[config.mk]
export PLATFORM = sky130hd
export DESIGN_NAME = ucrm_regs
export DESIGN_NICKNAME = d
export VERILOG_FILES = /design/src/hdl/ucrm_pkg.sv /design/src/hdl/ucrm_sync.sv /design/src/hdl/ucrm_regs.sv
export SDC_FILE = /design/constraint.sdc
export NUM_CORES = 1
export LEC_CHECK = 0
export ABC_AREA = 1
export BUFFER_PORTS_ARGS = -buffer_cell sky130_fd_sc_hd__buf_2
export CORE_MARGIN = 2
export CORE_UTILIZATION = 50
export CTS_CLUSTER_DIAMETER = 60
export DETAILED_ROUTE_END_ITERATION = 16
export GPL_TIMING_DRIVEN = 0
export PLACE_DENSITY = 0.84
export SYNTH_ARGS = -nofsm -noshare
export SYNTH_HDL_FRONTEND = slang
export SYNTH_HIERARCHICAL = 1
export SYNTH_SLANG_ARGS = --single-unit
[constraint.sdc]
create_clock -name mclk_i -period 1.6 [get_ports mclk_i]
set_input_delay 0.32 -clock mclk_i [delete_from_list [all_inputs] [get_ports mclk_i]]
set_output_delay 0.32 -clock mclk_i [all_outputs]
set_load 0.01 [all_outputs]
[src/hdl/ucrm_pkg.sv]
// ucrm_pkg: offsets, field positions and reset values of the channel register map.
// assumes a 4-bit location number and 8-bit registers.
package ucrm_pkg;
	localparam logic [3:0] ADDR_HOLD    = 4'h0;
	localparam logic [3:0] ADDR_IER     = 4'h1;
	localparam logic [3:0] ADDR_ISR     = 4'h2;
	localparam logic [3:0] ADDR_LCR     = 4'h3;
	localparam logic [3:0] ADDR_MCR     = 4'h4;
	localparam logic [3:0] ADDR_LSR     = 4'h5;
	localparam logic [3:0] ADDR_MSR     = 4'h6;
	localparam logic [3:0] ADDR_SPR     = 4'h7;
	localparam logic [3:0] ADDR_TX_FILL_COUNT   = 4'h8;
	localparam logic [3:0] ADDR_RX_FILL_COUNT   = 4'h9;
	localparam logic [3:0] ADDR_GPIO_DIRECTION   = 4'ha;
	localparam logic [3:0] ADDR_GPIO_PIN_STATE = 4'hb;
	localparam logic [3:0] ADDR_IOINT   = 4'hc;
	localparam logic [3:0] ADDR_RSVD    = 4'hd;
	localparam logic [3:0] ADDR_IOCTL   = 4'he;
	localparam logic [3:0] ADDR_EXTRA_FEATURES_CONTROL    = 4'hf;

	localparam logic [7:0] LCR_ENH_KEY  = 8'hbf;
	localparam int         LCR_DIV_BIT  = 7;
	localparam int         EFR_EXT_BIT  = 4;
	localparam int         MCR_TCR_BIT  = 2;
	localparam int         MCR_LOOP_BIT = 4;
	localparam int         FCR_EN_BIT   = 0;
	localparam int         FCR_RXR_BIT  = 1;
	localparam int         FCR_TXR_BIT  = 2;

	// writable masks: IER low nibble and MCR low five bits always, upper bits only with extended enable
	localparam logic [7:0] MASK_BASE_IER = 8'h0f;
	localparam logic [7:0] MASK_BASE_MCR = 8'h1f;
	localparam logic [7:0] MASK_EXT_IER  = 8'hf0;
	localparam logic [7:0] MASK_EXT_MCR  = 8'he0;
	localparam logic [7:0] MASK_EXT_ISR  = 8'h30;
	localparam logic [7:0] MASK_IOCTL    = 8'h0f;
	localparam logic [7:0] MASK_EXTRA_FEATURES_CONTROL     = 8'hb7;
	localparam logic [7:0] MASK_LVL      = 8'h7f;

	localparam logic [7:0] RST_REG      = 8'h00;
	localparam logic [7:0] RST_LCR      = 8'h1d;
	localparam logic [1:0] RST_TRIG     = 2'h0;
endpackage : ucrm_pkg

[src/hdl/ucrm_sync.sv]
// ucrm_sync: two-flop synchroniser for a bus of slow pin levels.
// assumes each bit is an independent level; no word coherence is given.
`timescale 1ns/1ps
module ucrm_sync #(
	parameter int W = 12
) (
	// clock and reset
	input  wire logic         mclk_i,
	input  wire logic         resetn_i,
	// pin side
	input  wire logic [W-1:0] async_i,
	// synchronous side
	output logic      [W-1:0] sync_o
);
	logic [W-1:0] meta;

	always_ff @(posedge mclk_i or negedge resetn_i) begin
		if (!resetn_i) begin
			// pins idle high; a zero reset would fake a change after reset
			meta   <= '1;
			sync_o <= '1;
		end else begin
			meta   <= async_i;
			sync_o <= meta;
		end
	end
endmodule // ucrm_sync

[src/hdl/ucrm_regs.sv]
// ucrm_regs: per-channel register map and bank decoder of a two-channel uart.
// assumes fifo, transmitter and receiver logic on mclk_i; modem and gpio pins asynchronous.
`timescale 1ns/1ps
module ucrm_regs (
	// clock and reset
	input  wire logic       mclk_i,
	input  wire logic       resetn_i,
	// register port
	input  wire logic [3:0] addr_i,
	input  wire logic [7:0] wdata_i,
	input  wire logic       wr_i,
	input  wire logic       rd_i,
	output logic      [7:0] rdata_o,
	// data path side
	input  wire logic [7:0] rx_data_i,
	output logic            rx_pop_o,
	output logic      [7:0] tx_data_o,
	output logic            tx_push_o,
	input  wire logic [6:0] tx_level_i,
	input  wire logic [6:0] rx_level_i,
	input  wire logic [3:0] int_code_i,
	input  wire logic [1:0] int_source_i,
	input  wire logic [7:0] line_status_i,
	// fifo control
	output logic            fifo_enable_o,
	output logic            rx_fifo_reset_o,
	output logic            tx_fifo_reset_o,
	output logic      [1:0] tx_trig_sel_o,
	output logic      [1:0] rx_trig_sel_o,
	// configuration
	output logic      [7:0] line_control_o,
	output logic     [15:0] divisor_o,
	output logic      [7:0] divisor_fraction_o,
	output logic      [7:0] enhanced_function_o,
	output logic      [7:0] interrupt_enable_o,
	output logic      [7:0] modem_control_o,
	output logic      [7:0] halt_resume_levels_o,
	output logic      [7:0] fifo_trigger_levels_o,
	output logic     [31:0] flow_chars_o,
	output logic      [7:0] gpio_irq_enable_o,
	output logic      [7:0] gpio_control_o,
	output logic      [7:0] extra_features_control_o,
	// modem pins, active low
	input  wire logic       cts_n_i,
	input  wire logic       dsr_n_i,
	input  wire logic       ri_n_i,
	input  wire logic       cd_n_i,
	output logic            dtr_n_o,
	output logic            rts_n_o,
	// gpio pins
	input  wire logic [7:0] gpio_i,
	output logic      [7:0] gpio_o,
	output logic      [7:0] gpio_oe_o
);
	logic [7:0]  line_control;
	logic [7:0]  enhanced_function;
	logic [7:0]  interrupt_enable;
	logic [7:0]  modem_control;
	logic [7:0]  dll;
	logic [7:0]  divisor_high;
	logic [7:0]  divisor_fraction;
	logic [7:0]  scratch_pad;
	logic [7:0]  halt_resume_levels;
	logic [7:0]  fifo_trigger_levels;
	logic [7:0]  xon1;
	logic [7:0]  xon2;
	logic [7:0]  xoff1;
	logic [7:0]  xoff2;
	logic [7:0]  gpio_direction;
	logic [7:0]  iolatch;
	logic [7:0]  ioint;
	logic [7:0]  ioctl;
	logic [7:0]  extra_features_control;
	logic        fifo_en;
	logic [1:0]  txtrig;
	logic [1:0]  rxtrig;
	logic [3:0]  modem_now;
	logic [3:0]  modem_prev;
	logic [3:0]  modem_delta;
	logic [11:0] pins_sync;
	logic [7:0]  gpio_sync;
	logic [3:0]  modem_pin;
	logic        bank_enh;
	logic        bank_div;
	logic        bank_frac;
	logic        bank_lvl;
	logic        ext_en;
	logic        wr_hold;
	logic        rd_hold;
	logic        rd_msr;
	logic [7:0]  next_rdata;
	logic [7:0]  msr_val;
	logic [7:0]  isr_val;
	logic [7:0]  gpio_pin_state_val;

	ucrm_sync #(
		.W(12)
	) u_sync (
		.mclk_i  (mclk_i),
		.resetn_i(resetn_i),
		.async_i ({gpio_i, cd_n_i, ri_n_i, dsr_n_i, cts_n_i}),
		.sync_o  (pins_sync)
	);
	assign gpio_sync = pins_sync[11:4];
	assign modem_pin = pins_sync[3:0];

	// bank selection; the host is trusted to leave the key value before normal access
	assign ext_en    = enhanced_function[ucrm_pkg::EFR_EXT_BIT];
	assign bank_enh  = (line_control == ucrm_pkg::LCR_ENH_KEY);
	assign bank_div  = line_control[ucrm_pkg::LCR_DIV_BIT] && !bank_enh;
	assign bank_frac = bank_div && ext_en;
	assign bank_lvl  = modem_control[ucrm_pkg::MCR_TCR_BIT] && !bank_enh;
	assign wr_hold   = wr_i && (addr_i == ucrm_pkg::ADDR_HOLD) && !line_control[ucrm_pkg::LCR_DIV_BIT];
	assign rd_hold   = rd_i && (addr_i == ucrm_pkg::ADDR_HOLD) && !line_control[ucrm_pkg::LCR_DIV_BIT];
	assign rd_msr    = rd_i && (addr_i == ucrm_pkg::ADDR_MSR) && !bank_enh && !bank_lvl;

	// loopback routes the control outputs back onto the status inputs
	always_comb begin
		if (modem_control[ucrm_pkg::MCR_LOOP_BIT]) begin
			modem_now = {modem_control[3], modem_control[2], modem_control[0], modem_control[1]};
		end else begin
			modem_now = ~modem_pin;
		end
	end

	// change flags: a change in the clearing read cycle is kept
	genvar gi;
	generate
		for (gi = 0; gi < 4; gi++) begin : g_delta
			always_ff @(posedge mclk_i or negedge resetn_i) begin
				if (!resetn_i) begin
					modem_delta[gi] <= 1'b0;
				end else if (modem_now[gi] != modem_prev[gi]) begin
					modem_delta[gi] <= 1'b1;
				end else if (rd_msr) begin
					modem_delta[gi] <= 1'b0;
				end
			end
		end
	endgenerate

	always_ff @(posedge mclk_i or negedge resetn_i) begin
		if (!resetn_i) begin
			modem_prev <= '0;
		end else begin
			modem_prev <= modem_now;
		end
	end

	assign msr_val     = {modem_now[3], modem_now[2], modem_now[1], modem_now[0],
	                      modem_delta};
	assign isr_val     = {fifo_en, fifo_en, int_source_i & {2{ext_en}}, int_code_i};
	assign gpio_pin_state_val = (iolatch & gpio_direction) | (gpio_sync & ~gpio_direction);

	// line control, reachable in every bank
	always_ff @(posedge mclk_i or negedge resetn_i) begin
		if (!resetn_i) begin
			line_control <= ucrm_pkg::RST_LCR;
		end else if (wr_i && addr_i == ucrm_pkg::ADDR_LCR) begin
			line_control <= wdata_i;
		end
	end

	// divisor and enhanced banks
	always_ff @(posedge mclk_i or negedge resetn_i) begin
		if (!resetn_i) begin
			dll   <= ucrm_pkg::RST_REG;
			divisor_high   <= ucrm_pkg::RST_REG;
			divisor_fraction   <= ucrm_pkg::RST_REG;
			enhanced_function   <= ucrm_pkg::RST_REG;
			xon1  <= ucrm_pkg::RST_REG;
			xon2  <= ucrm_pkg::RST_REG;
			xoff1 <= ucrm_pkg::RST_REG;
			xoff2 <= ucrm_pkg::RST_REG;
		end else if (wr_i && bank_enh) begin
			case (addr_i)
				ucrm_pkg::ADDR_ISR: enhanced_function   <= wdata_i;
				ucrm_pkg::ADDR_MCR: xon1  <= wdata_i;
				ucrm_pkg::ADDR_LSR: xon2  <= wdata_i;
				ucrm_pkg::ADDR_MSR: xoff1 <= wdata_i;
				ucrm_pkg::ADDR_SPR: xoff2 <= wdata_i;
				default: ;
			endcase
		end else if (wr_i && bank_div) begin
			case (addr_i)
				ucrm_pkg::ADDR_HOLD: dll <= wdata_i;
				ucrm_pkg::ADDR_IER: divisor_high  <= wdata_i;
				ucrm_pkg::ADDR_ISR: begin
					if (bank_frac) begin
						divisor_fraction <= wdata_i;
					end
				end
				default: ;
			endcase
		end
	end

	// normal bank: interrupt enable and modem control, extended bits gated
	always_ff @(posedge mclk_i or negedge resetn_i) begin
		if (!resetn_i) begin
			interrupt_enable <= ucrm_pkg::RST_REG;
			modem_control <= ucrm_pkg::RST_REG;
		end else if (wr_i && !bank_enh) begin
			if (addr_i == ucrm_pkg::ADDR_IER && !bank_div) begin
				interrupt_enable <= (wdata_i & ucrm_pkg::MASK_BASE_IER)
				     | ((ext_en ? wdata_i : interrupt_enable) & ucrm_pkg::MASK_EXT_IER);
			end
			if (addr_i == ucrm_pkg::ADDR_MCR) begin
				modem_control <= (wdata_i & ucrm_pkg::MASK_BASE_MCR)
				     | ((ext_en ? wdata_i : modem_control) & ucrm_pkg::MASK_EXT_MCR);
			end
		end
	end

	// fifo control is write-only; resets are one-cycle pulses
	always_ff @(posedge mclk_i or negedge resetn_i) begin
		if (!resetn_i) begin
			fifo_en         <= 1'b0;
			txtrig          <= ucrm_pkg::RST_TRIG;
			rxtrig          <= ucrm_pkg::RST_TRIG;
			rx_fifo_reset_o <= 1'b0;
			tx_fifo_reset_o <= 1'b0;
		end else begin
			rx_fifo_reset_o <= 1'b0;
			tx_fifo_reset_o <= 1'b0;
			if (wr_i && addr_i == ucrm_pkg::ADDR_ISR && !line_control[ucrm_pkg::LCR_DIV_BIT]) begin
				fifo_en         <= wdata_i[ucrm_pkg::FCR_EN_BIT];
				rx_fifo_reset_o <= wdata_i[ucrm_pkg::FCR_RXR_BIT];
				tx_fifo_reset_o <= wdata_i[ucrm_pkg::FCR_TXR_BIT];
				rxtrig          <= wdata_i[7:6];
				if (ext_en) begin
					txtrig <= wdata_i[5:4];
				end
			end
		end
	end

	// scratch and level registers share locations 6 and 7
	always_ff @(posedge mclk_i or negedge resetn_i) begin
		if (!resetn_i) begin
			scratch_pad <= ucrm_pkg::RST_REG;
			halt_resume_levels <= ucrm_pkg::RST_REG;
			fifo_trigger_levels <= ucrm_pkg::RST_REG;
		end else if (wr_i && !bank_enh) begin
			if (addr_i == ucrm_pkg::ADDR_MSR && bank_lvl) begin
				halt_resume_levels <= wdata_i;
			end
			if (addr_i == ucrm_pkg::ADDR_SPR) begin
				if (bank_lvl) begin
					fifo_trigger_levels <= wdata_i;
				end else begin
					scratch_pad <= wdata_i;
				end
			end
		end
	end

	// upper block is bank independent; 0x08, 0x09 and 0x0d ignore writes
	always_ff @(posedge mclk_i or negedge resetn_i) begin
		if (!resetn_i) begin
			gpio_direction   <= ucrm_pkg::RST_REG;
			iolatch <= ucrm_pkg::RST_REG;
			ioint   <= ucrm_pkg::RST_REG;
			ioctl   <= ucrm_pkg::RST_REG;
			extra_features_control    <= ucrm_pkg::RST_REG;
		end else if (wr_i) begin
			case (addr_i)
				ucrm_pkg::ADDR_GPIO_DIRECTION:   gpio_direction   <= wdata_i;
				ucrm_pkg::ADDR_GPIO_PIN_STATE: iolatch <= wdata_i;
				ucrm_pkg::ADDR_IOINT:   ioint   <= wdata_i;
				ucrm_pkg::ADDR_IOCTL:   ioctl   <= wdata_i & ucrm_pkg::MASK_IOCTL;
				ucrm_pkg::ADDR_EXTRA_FEATURES_CONTROL:    extra_features_control    <= wdata_i & ucrm_pkg::MASK_EXTRA_FEATURES_CONTROL;
				default: ;
			endcase
		end
	end

	// read mux
	always_comb begin
		next_rdata = 8'h00;
		case (addr_i)
			ucrm_pkg::ADDR_HOLD: begin
				next_rdata = line_control[ucrm_pkg::LCR_DIV_BIT] ? dll : rx_data_i;
			end
			ucrm_pkg::ADDR_IER: begin
				next_rdata = line_control[ucrm_pkg::LCR_DIV_BIT] ? divisor_high : interrupt_enable;
			end
			ucrm_pkg::ADDR_ISR: begin
				if (bank_enh) begin
					next_rdata = enhanced_function;
				end else if (bank_frac) begin
					next_rdata = divisor_fraction;
				end else begin
					next_rdata = isr_val;
				end
			end
			ucrm_pkg::ADDR_LCR: next_rdata = line_control;
			ucrm_pkg::ADDR_MCR: next_rdata = bank_enh ? xon1 : modem_control;
			ucrm_pkg::ADDR_LSR: next_rdata = bank_enh ? xon2 : line_status_i;
			ucrm_pkg::ADDR_MSR: begin
				if (bank_enh) begin
					next_rdata = xoff1;
				end else begin
					next_rdata = bank_lvl ? halt_resume_levels : msr_val;
				end
			end
			ucrm_pkg::ADDR_SPR: begin
				if (bank_enh) begin
					next_rdata = xoff2;
				end else begin
					next_rdata = bank_lvl ? fifo_trigger_levels : scratch_pad;
				end
			end
			ucrm_pkg::ADDR_TX_FILL_COUNT: next_rdata = {1'b0, tx_level_i};
			ucrm_pkg::ADDR_RX_FILL_COUNT: next_rdata = {1'b0, rx_level_i};
			ucrm_pkg::ADDR_GPIO_DIRECTION:   next_rdata = gpio_direction;
			ucrm_pkg::ADDR_GPIO_PIN_STATE: next_rdata = gpio_pin_state_val;
			ucrm_pkg::ADDR_IOINT:   next_rdata = ioint;
			ucrm_pkg::ADDR_RSVD:    next_rdata = 8'h00;
			ucrm_pkg::ADDR_IOCTL:   next_rdata = ioctl;
			ucrm_pkg::ADDR_EXTRA_FEATURES_CONTROL:    next_rdata = extra_features_control;
			default: next_rdata = 8'h00;
		endcase
	end

	// read data valid only in the cycle after the strobe
	always_ff @(posedge mclk_i or negedge resetn_i) begin
		if (!resetn_i) begin
			rdata_o <= 8'h00;
		end else begin
			rdata_o <= rd_i ? next_rdata : 8'h00;
		end
	end

	// holding register side effects
	always_ff @(posedge mclk_i or negedge resetn_i) begin
		if (!resetn_i) begin
			rx_pop_o  <= 1'b0;
			tx_push_o <= 1'b0;
			tx_data_o <= 8'h00;
		end else begin
			rx_pop_o  <= rd_hold;
			tx_push_o <= wr_hold;
			if (wr_hold) begin
				tx_data_o <= wdata_i;
			end
		end
	end

	// registered outputs; extended fields are hidden while the enable is clear
	always_ff @(posedge mclk_i or negedge resetn_i) begin
		if (!resetn_i) begin
			fifo_enable_o            <= 1'b0;
			tx_trig_sel_o            <= ucrm_pkg::RST_TRIG;
			rx_trig_sel_o            <= ucrm_pkg::RST_TRIG;
			line_control_o           <= ucrm_pkg::RST_LCR;
			divisor_o                <= 16'h0000;
			divisor_fraction_o       <= ucrm_pkg::RST_REG;
			enhanced_function_o      <= ucrm_pkg::RST_REG;
			interrupt_enable_o       <= ucrm_pkg::RST_REG;
			modem_control_o          <= ucrm_pkg::RST_REG;
			halt_resume_levels_o     <= ucrm_pkg::RST_REG;
			fifo_trigger_levels_o    <= ucrm_pkg::RST_REG;
			flow_chars_o             <= 32'h00000000;
			gpio_irq_enable_o        <= ucrm_pkg::RST_REG;
			gpio_control_o           <= ucrm_pkg::RST_REG;
			extra_features_control_o <= ucrm_pkg::RST_REG;
			dtr_n_o                  <= 1'b1;
			rts_n_o                  <= 1'b1;
			gpio_o                   <= 8'h00;
			gpio_oe_o                <= 8'h00;
		end else begin
			fifo_enable_o            <= fifo_en;
			tx_trig_sel_o            <= ext_en ? txtrig : ucrm_pkg::RST_TRIG;
			rx_trig_sel_o            <= rxtrig;
			line_control_o           <= line_control;
			divisor_o                <= {divisor_high, dll};
			divisor_fraction_o       <= ext_en ? divisor_fraction : ucrm_pkg::RST_REG;
			enhanced_function_o      <= enhanced_function;
			interrupt_enable_o       <= interrupt_enable & (ext_en ? 8'hff : ucrm_pkg::MASK_BASE_IER);
			modem_control_o          <= modem_control & (ext_en ? 8'hff : ucrm_pkg::MASK_BASE_MCR);
			halt_resume_levels_o     <= halt_resume_levels;
			fifo_trigger_levels_o    <= fifo_trigger_levels;
			flow_chars_o             <= {xoff2, xoff1, xon2, xon1};
			gpio_irq_enable_o        <= ioint;
			gpio_control_o           <= ioctl;
			extra_features_control_o <= extra_features_control;
			// pins hold their last driven level during loopback
			if (!modem_control[ucrm_pkg::MCR_LOOP_BIT]) begin
				dtr_n_o <= ~modem_control[0];
				rts_n_o <= ~modem_control[1];
			end
			gpio_o                   <= iolatch;
			gpio_oe_o                <= gpio_direction;
		end
	end
endmodule // ucrm_regs

-- After elaboration in Yosys (flattened, before gate mapping)
Index checks and enable logic that the tools add are counted.
Widths: inputs -> output; s select.
- equal/unequal tests: 20
- mux-type cells: 26
- bitwise operators: 14
- reductions and logical operators: 46
- operators with widths (kind ; count):
    $mux 8 ; 16
    $pmux 8 s16 ; 1
    $and 8x8->8 ; 4
    $eq 4x4->1 const B ; 8
    $reduce_and 2->1 ; 14
    $logic_and 1x1->1 ; 18
    $eq 4x3->1 const B ; 4
    $reduce_and 3->1 ; 4
    $eq 4x2->1 const B ; 2
    $eq 8x8->1 const B ; 1
    $not 8->8 ; 1
    $or 4x8->8 ; 1
    $or 5x8->8 ; 1
    $or 8x8->8 ; 1
    $reduce_bool 2->1 ; 4
    $mux 1 ; 7
    $eq 4x1->1 const B ; 1
    $logic_not 1->1 ; 4
    $logic_not 4->1 ; 1
    $mux 4 ; 1
    $ne 1x1->1 ; 4
    $not 1->1 ; 4
    $not 4->4 ; 1
    $reduce_and 4->1 ; 1
    other kinds (2) ; 2
- register bits after elaboration: 348
- input port bits: 64
- output and inout bits: 171
- logic and storage cells: 160

-- Longest topological paths before layout
Gate-level depths: netlist of the first run.
- depth in word-level cells: 8
- mapped depth: 13
- depth with buffers taken out: 12

-- Cells and area by module
Netlist of the first run, hierarchy kept.
- modules (own cells, without submodules) (module ; times used ; cells each ; area each (µm²)):
    ucrm_regs ; 1 ; 1289 ; 12478.2
    ucrm_sync ; 1 ; 24 ; 630.6

-- Least setup slack after synthesis of the first run
OpenSTA, ideal clock, no wires.
- path kind: register -> register
- from: register line_control[0]
- to: register rdata_o[0]
- library setup time: 0.113 ns
- data arrival time: 1.518 ns
- data required time: 1.487 ns
- path slack: -0.030 ns
- stages on the path, launching flop included: 12
- period minus slack after synthesis: 1.630 ns
- cells stage by stage: dfstp_2 -> nand2_1 -> nor2_2 -> nand2_4 -> buf_6 -> buf_6 -> a21oi_2 -> nand3b_1 -> nand2_1 -> nand3_1 -> nand2_1 -> inv_1
- word-level cells in the longest chain between the ends: 8
- RTL lines (element ; line ; text):
    start, declared ; ucrm_regs.sv:55 ; logic [7:0] line_control;
    start signal, assigned ; ucrm_regs.sv:158 ; line_control <= ucrm_pkg::RST_LCR;
    start signal, assigned ; ucrm_regs.sv:160 ; line_control <= wdata_i;
    $eq 8x8->1 ; ucrm_regs.sv:109 ; assign bank_enh = (line_control == ucrm_pkg::LCR_ENH_KEY);
    $logic_not 1->1 ; ucrm_regs.sv:110, ucrm_regs.sv:112 ;
    $logic_and 1x1->1 ; ucrm_regs.sv:110 ; assign bank_div = line_control[ucrm_pkg::LCR_DIV_BIT] && !bank_enh;
    $logic_and 1x1->1 ; ucrm_regs.sv:111 ; assign bank_frac = bank_div && ext_en;
    $mux 8 ; ucrm_regs.sv:291 ; end else if (bank_frac) begin
    $mux 8 ; ucrm_regs.sv:289 ; if (bank_enh) begin
    $pmux 8 s16 (*) ; ucrm_regs.sv:281 ; case (addr_i)
    $mux 8 (*) ; ucrm_regs.sv:331 ; rdata_o <= rd_i ? next_rdata : 8'h00;
    end signal, assigned ; ucrm_regs.sv:331 ;
    end, declared ; ucrm_regs.sv:13 ; output logic [7:0] rdata_o,
Mark *: on every way between the ends. The rest lies on a longest branch, timed or not.
A chain may end at the register's enable or synchronous reset.

-- Final worst setup path of the first run
- from: register line_control[4]
- to: register rdata_o[5]
- word-level cells in the longest chain between the ends: 8
- RTL lines (element ; line):
    $eq 8x8->1 (*) ; ucrm_regs.sv:109
    $logic_not 1->1 ; ucrm_regs.sv:110, ucrm_regs.sv:112
    $logic_and 1x1->1 ; ucrm_regs.sv:110
    $logic_and 1x1->1 ; ucrm_regs.sv:111
    $mux 8 ; ucrm_regs.sv:291
    $mux 8 ; ucrm_regs.sv:289
    $pmux 8 s16 (*) ; ucrm_regs.sv:281
    $mux 8 (*) ; ucrm_regs.sv:331
Marks and branches as above.

==> results of run 1 <==
cells by family after synthesis:
| family | share of synthesized area, % |
|---|---|
| other | 0.0286 |
| buffers and inverters | 5.26 |
| xor gates and xnor gates | 0.267 |
| DFF | 66.8 |
| AOI/OAI and AO/OA | 8.72 |
| and+or+nand+nor | 19.0 |
final cells by class:
class	count	area, sq um
flip-flops and latches	348	8750
diodes	2	5.00
clock inverters	11	216
clock buffers	54	1020
multi-input cells	819	4270
repair buffers	299	1950
well taps	335	419
fillers	1766	8470
inverters	92	362
plain buffers	59	453
Yosys cell counts (all sizes together):
cell and instances:
nor3 1, nand4 8, o21ai 186, o31ai 4
clkbuf 21, conb 1, a21oi 11, nor4 1
nand3b 14, a21boi 4, nor3b 1, o211ai 3
nand2 462, dfstp 34, xor2 4, nor2 63
and3 1, o21bai 4, nand3 38, dfrtp 314
inv 92, a31oi 6, buf 40
worst paths after layout:
path	slack [ns]	cells past startpoint	from	end
setup / recovery	-0.36	9	line_control[4]	rdata_o[5]
hold reg to reg	0.35	0	u_sync/meta[7]	u_sync/sync_o[7]
min in group mclk_i	0.05	3	wdata_i[2]	modem_control[2]
hold / removal	-0.22	1	resetn_i	fifo_trigger_levels_o[0]
setup reg to reg	-0.36	9	line_control[4]	rdata_o[5]
max in group asynchronous	0.30	3	resetn_i	interrupt_enable_o[6]
worst reg2reg max path, cell delays in order, from the launching register on:
cell	delay, ns
dfstp_2	0.54
nand2_2	0.06
nor2_4	0.18
nand2_4	0.12
buf_12	0.17
buf_8	0.15
o211ai_1	0.22
nand2_1	0.13
nor2_2	0.16
a21oi_1	0.08
state kept, by name (all words and copies together) (netlist names), 12 cells and up, named ones only:
| register | flops |
|---|---|
| u_sync/sync_o | 12 |
| flow_chars_o | 32 |
| divisor_o | 16 |
| u_sync/meta | 12 |
through the flow:
stage | hold slack [ns] | power [mW] | util, % | instance area [sq um]
floorplan | 0.0244 | 11.9 | - | 13100
global placement | 0.347 | 13.3 | 56.7 | 14700
detailed placement | 0.347 | 13.4 | 56.9 | 14800
CTS | -0.0885 | 22.2 | 64.8 | 16800
global route | -0.177 | 23.2 | 67.3 | 17400
finish | -0.220 | 22.4 | 67.3 | 17400
where the power goes:
part / switching, mW / leakage, nW / total, mW / internal, mW
Clock: 3.51 / 0.595 / 8.77 / 5.27
Sequential: 0.757 / 4.50 / 10.7 / 9.94
Combinational: 1.88 / 4.09 / 2.96 / 1.08
Total: 6.15 / 9.19 / 22.4 / 16.3
routing by layer:
layer | vias to the layer above | wire length, um
li1 | 4857 | -
met1 | 5503 | 15600
met2 | 781 | 19800
met3 | 210 | 4320
met4 | 0 | 2510
met5 | - | 0
timing repair:
action                                 in CTS  in global routing
setup endpoints to repair                 122                227
resized for setup                         136                128
endpoints found under the hold margin     122                110
cloned                                      6                  7
pin swaps                                  21                 29
buffers inserted                           31                 18
==> results.py, run 1 <==
metrics = {
    "synth": {
        "syn_area_sq_um": 13100,
        "synth_top_cell_by_area": "dfrtp_1",
        "synth_cell_type_count": 35,
        "netlist_top_cells_area": "dfrtp_1, nand2_1, dfstp_2",
        "postSynthCellCount": 1313,
        "yosysWarningCount": 6,
        "avgSynthCellArea_sq_um": 9.98,
        "ys_seq_area_share_pct": 66.8,
        "synth_seq_cells": 348,
        "synth_top_cell_area_share_pct": 59.9,
    },
    "pwr": {
        "ir_worst_vdd_mv": 1.13,
        "power.density_nw_per_um2": 1290,
        "p_leak_nw": 9.19,
    },
    "finish": {
        "drive_gt1_share_pct": 32.9,
        "nNetsFinal": 1719,
        "area_delta_synth_final_pct": 33.1,
        "fin_cells": 2019,
        "final_common_cell": "nand2_1",
        "layout_common_cells": "nand2_1, dfrtp_1, buf_2",
    },
    "global_routing": {
        "globalRouteMet2Util_pct": 44.9,
        "grt_pass1_wl_um": 60600,
        "grt_max_degree": 122,
        "use_met3_pct": 6.67,
        "met1_usage_pct": 37.8,
        "gr-total-overflow": 0,
        "grt_pass1_vias": 10900,
        "grt_usage_pct": 28.4,
        "antenna_found_initial": 2,
        "grt.busiest_layer": "met2",
    },
    "drt": {
        "drc": 0,
        "drt_wl_total_um": 42300,
        "vias": 11400,
        "drt_iter0_markers": 1313,
        "avgRoutedWirePerCell_um": 20.9,
        "vias_per_cell": 5.62,
        "drtPass1Iterations": 6,
        "ant_nets": 0,
    },
    "floorplanning": {
        "dieArea_sq_um": 27500,
        "io_pins": 235,
        "die_y_um": 166,
        "num_rows": 59,
        "placeableCoreArea_sq_um": 25900,
        "die_x_um": 166,
        "start_util_pct": 50.6,
    },
    "placement": {
        "numPortBuffers": 227,
        "hpwl_um": 26400,
        "post-place-ws_ns": -0.452,
        "dp_cells": 1882,
        "gp_congestion": 0.934,
    },
    "status": {
        "violations": "hold timing, setup timing",
        "outcome": "finished, violations left",
    },
    "sta": {
        "worst_pin_slew_ns": 0.989,
        "report.final.slew_viol_count": 0,
        "fin_crit_ns": 1.96,
        "hold_viol": 110,
        "max-slew-margin-rel_pct": 34.1,
        "worst_slack_ns": -0.358,
        "finalSetupViolCount": 115,
        "finalCritPeriodShare_pct": 122,
        "tns_ns": -15.39,
        "max_freq_mhz": 511,
        "rsz0062_at_grt": "yes",
        "skew_ns": 0.0166,
        "hold_ws_ns": -0.220,
    },
    "flow_run": {
        "drv_cap": 0,
    },
    "clock_tree": {
        "numCtsBuffers": 36,
        "clk_pin_slew_ns": 0.06,
        "insertion_delay_ns": 0.53,
        "cts_root_buf": "clkbuf_16",
        "cts_tree": "yes",
        "cts_hold_buf": 12,
        "h-tree-depth": 2,
        "cts_sinks": 348,
        "cts.path.max_buffers": 3,
    },
    "setup_path": {
        "cp_cell_sequence": "nand2_2 > nor2_4 > nand2_4 > buf_12 > buf_8 > o211ai_1 > nand2_1 > nor2_2 > a21oi_1",
        "path_buf_inv": 2,
        "slowest_delay_ns": 0.54,
        "worst_setup_path_end_kind": "register",
        "cp-start-kind": "register",
        "cp_slowest_cell": "dfstp_2",
        "cp.required_ns": 2.00,
        "cp_top_family": "simple AND/OR/NAND/NOR gates",
        "worstPathMaxFanout": 10,
        "arrival_ns": 2.36,
        "crit_type": "reg2reg",
    },
    "hold_path": {
        "hp-class": "in2async",
    },
}
No activity file was read; power rests on OpenSTA's default activity.
==> inputs of run 2 (changes only) <==
- CORE_ASPECT_RATIO: not set -> 0.9
==> run 2 against run 1 <==
Net effect:
- largest power group unchanged
- clock power is 5.5% lower
- the flow still finishes with violations (hold timing, setup timing)
- count of clock-buffer cells in the layout is 2 lower
- critical path depth is 1 higher
- sequential power hardly changed
- design area is 2.0% lower
==> results.py, run 2 (synthesis results as in run 1) <==
metrics = {
    "floorplanning": {
        "die_y_um": 158,
        "start_util_pct": 50.6,
        "dieArea_sq_um": 27500,
        "die_x_um": 175,
        "io_pins": 235,
        "num_rows": 56,
        "placeableCoreArea_sq_um": 25900,
    },
    "drt": {
        "drt_wl_total_um": 41200,
        "drc": 0,
        "ant_nets": 0,
        "vias": 11100,
        "drt_iter0_markers": 1363,
        "avgRoutedWirePerCell_um": 20.4,
        "vias_per_cell": 5.48,
        "drtPass1Iterations": 5,
    },
    "global_routing": {
        "grt_pass1_wl_um": 59800,
        "grt_usage_pct": 28.8,
        "grt_max_degree": 129,
        "gr-total-overflow": 0,
        "antenna_found_initial": 4,
        "grt_pass1_vias": 10800,
    },
    "finish": {
        "fin_util_pct": 65.9,
        "nNetsFinal": 1704,
        "layout_common_cells": "nand2_1, dfrtp_1, buf_2",
        "area_delta_synth_final_pct": 30.4,
        "drive_gt1_share_pct": 31.7,
        "final_common_cell": "nand2_1",
        "largest_registers": "flow_chars_o x32, divisor_o x16",
        "largest_register": "flow_chars_o",
        "largest_reg_flops": 32,
    },
    "clock_tree": {
        "cts_tree": "yes",
        "numCtsBuffers": 36,
        "cts_hold_buf": 12,
        "h-tree-depth": 2,
        "cts_root_buf": "clkbuf_16",
        "cts_sinks": 348,
        "clk_pin_slew_ns": 0.06,
        "insertion_delay_ns": 0.52,
        "cts.path.max_buffers": 3,
    },
    "placement": {
        "numPortBuffers": 227,
        "gp_congestion": 0.908,
        "hpwl_um": 26700,
    },
    "setup_path": {
        "arrival_ns": 2.32,
        "crit_type": "reg2reg",
        "timing.rr.end": "rdata_o[4]",
        "r2r_start": "line_control[0]",
        "cp.required_ns": 2.00,
        "worst_setup_path_end_kind": "register",
        "cp_cell_sequence": "nand2_2 > nor2_4 > buf_4 > buf_6 > buf_6 > nand3b_1 > nand3_2 > nand3_2 > nor2_4 > a21oi_2",
        "cp-start-kind": "register",
        "setup.worst_path.end": "rdata_o[4]",
        "worstPathMaxFanout": 5,
        "crit_start": "line_control[0]",
        "worst-r2r-cell-count": 10,
        "cp_top_family": "simple AND/OR/NAND/NOR gates",
        "slowest_delay_ns": 0.54,
        "crit_cells": 10,
        "path_buf_inv": 3,
        "cp_slowest_cell": "dfstp_2",
        "reg2reg_setup_slack_ns": -0.32,
    },
    "sta": {
        "worst_slack_ns": -0.323,
        "worst_pin_slew_ns": 1.07,
        "max-slew-margin-rel_pct": 28.5,
        "skew_ns": 0.0202,
        "max_freq_mhz": 520,
        "finalCritPeriodShare_pct": 120,
        "report.final.slew_viol_count": 0,
        "hold_viol": 92,
        "fin_crit_ns": 1.92,
        "rsz0062_at_grt": "yes",
        "finalSetupViolCount": 100,
        "hold_ws_ns": -0.110,
        "tns_ns": -11.06,
    },
    "pwr": {
        "p_leak_nw": 9.01,
        "p_seq_share_pct": 48.7,
        "p_int_mw": 15.8,
        "power_switching_mw": 6.13,
        "swShare_pct": 27.9,
        "power.density_nw_per_um2": 1280,
        "ir_worst_vdd_mv": 0.891,
        "pwr-share-comb_pct": 13.5,
        "clockPowerShare_pct": 37.8,
        "finalPower_mw": 21.9,
    },
    "status": {
        "violations": "hold timing, setup timing",
        "outcome": "finished, violations left",
    },
    "flow_run": {
        "drv_cap": 0,
    },
    "hold_path": {
        "hp-class": "in2async",
    },
}
run 2: worst min-delay path by stage:
stage,from,to,slack [ns],cells past startpoint
3_5_place_dp,u_sync/meta[4],u_sync/sync_o[4],0.35,0
2_1_floorplan,resetn_i,asynchronous set/reset pin,0.02,0
6_report,resetn_i,fifo_trigger_levels[2],-0.11,1
3_3_place_gp,u_sync/meta[4],u_sync/sync_o[4],0.35,0
5_1_grt,resetn_i,flow_chars_o[27],-0.04,1
4_1_cts,resetn_i,modem_control_o[4],-0.08,1
run 2: worst reg2reg max path, cell delays in order, from the launching register on:
cell      delay (ns)
dfstp_2         0.54
nand2_2         0.06
nor2_4          0.15
buf_4           0.13
buf_6           0.10
buf_6           0.11
nand3b_1        0.21
nand3_2         0.15
nand3_2         0.09
nor2_4          0.16
a21oi_2         0.09
run 2: stage by stage:
step	setup WS (ns)	std cells	instance area [sq um]
finish	-0.323	2019	17100
floorplan	0.000185	1318	13100
global placement	-6.00	1893	14700
CTS	-0.199	1998	16700
global route	-0.321	2018	17100
detailed placement	-0.366	1895	14800
run 2: cell type report:
cell class / instances / area (sq um)
Fill cell: 1882 / 8830
Sequential cell: 348 / 8750
Multi-Input combinational cell: 818 / 4160
Timing Repair Buffer: 285 / 1770
Clock buffer: 52 / 1050
Tap cell: 348 / 435
Buffer: 59 / 433
Inverter: 92 / 358
Clock inverter: 14 / 126
Antenna cell: 3 / 7.51
run 2: power by group through the flow:
stage | Clock, mW | Sequential [mW] | Combinational [mW]
floorplan | 0 | 10.8 | 1.10
global placement | 0 | 10.8 | 2.52
detailed placement | 0 | 10.8 | 2.63
CTS | 8.36 | 10.7 | 2.83
global route | 8.70 | 10.8 | 3.23
finish | 8.29 | 10.7 | 2.97
run 2: what timing repair did:
item                                    in CTS  in global routing
gates resized for setup                    148                 72
setup buffers                               21                 15
pin swaps                                   13                 16
cloned                                       6                  4
endpoints found under the setup margin     124                106
endpoints found under the hold margin      104                 92
run 2: layer usage:
layer	track usage [%]	up-vias	wire [um]
li1	-	4825	-
met1	37.8	5381	15700
met2	45.9	692	19300
met3	6.65	164	4100
met4	13.7	2	2110
met5	0	-	13
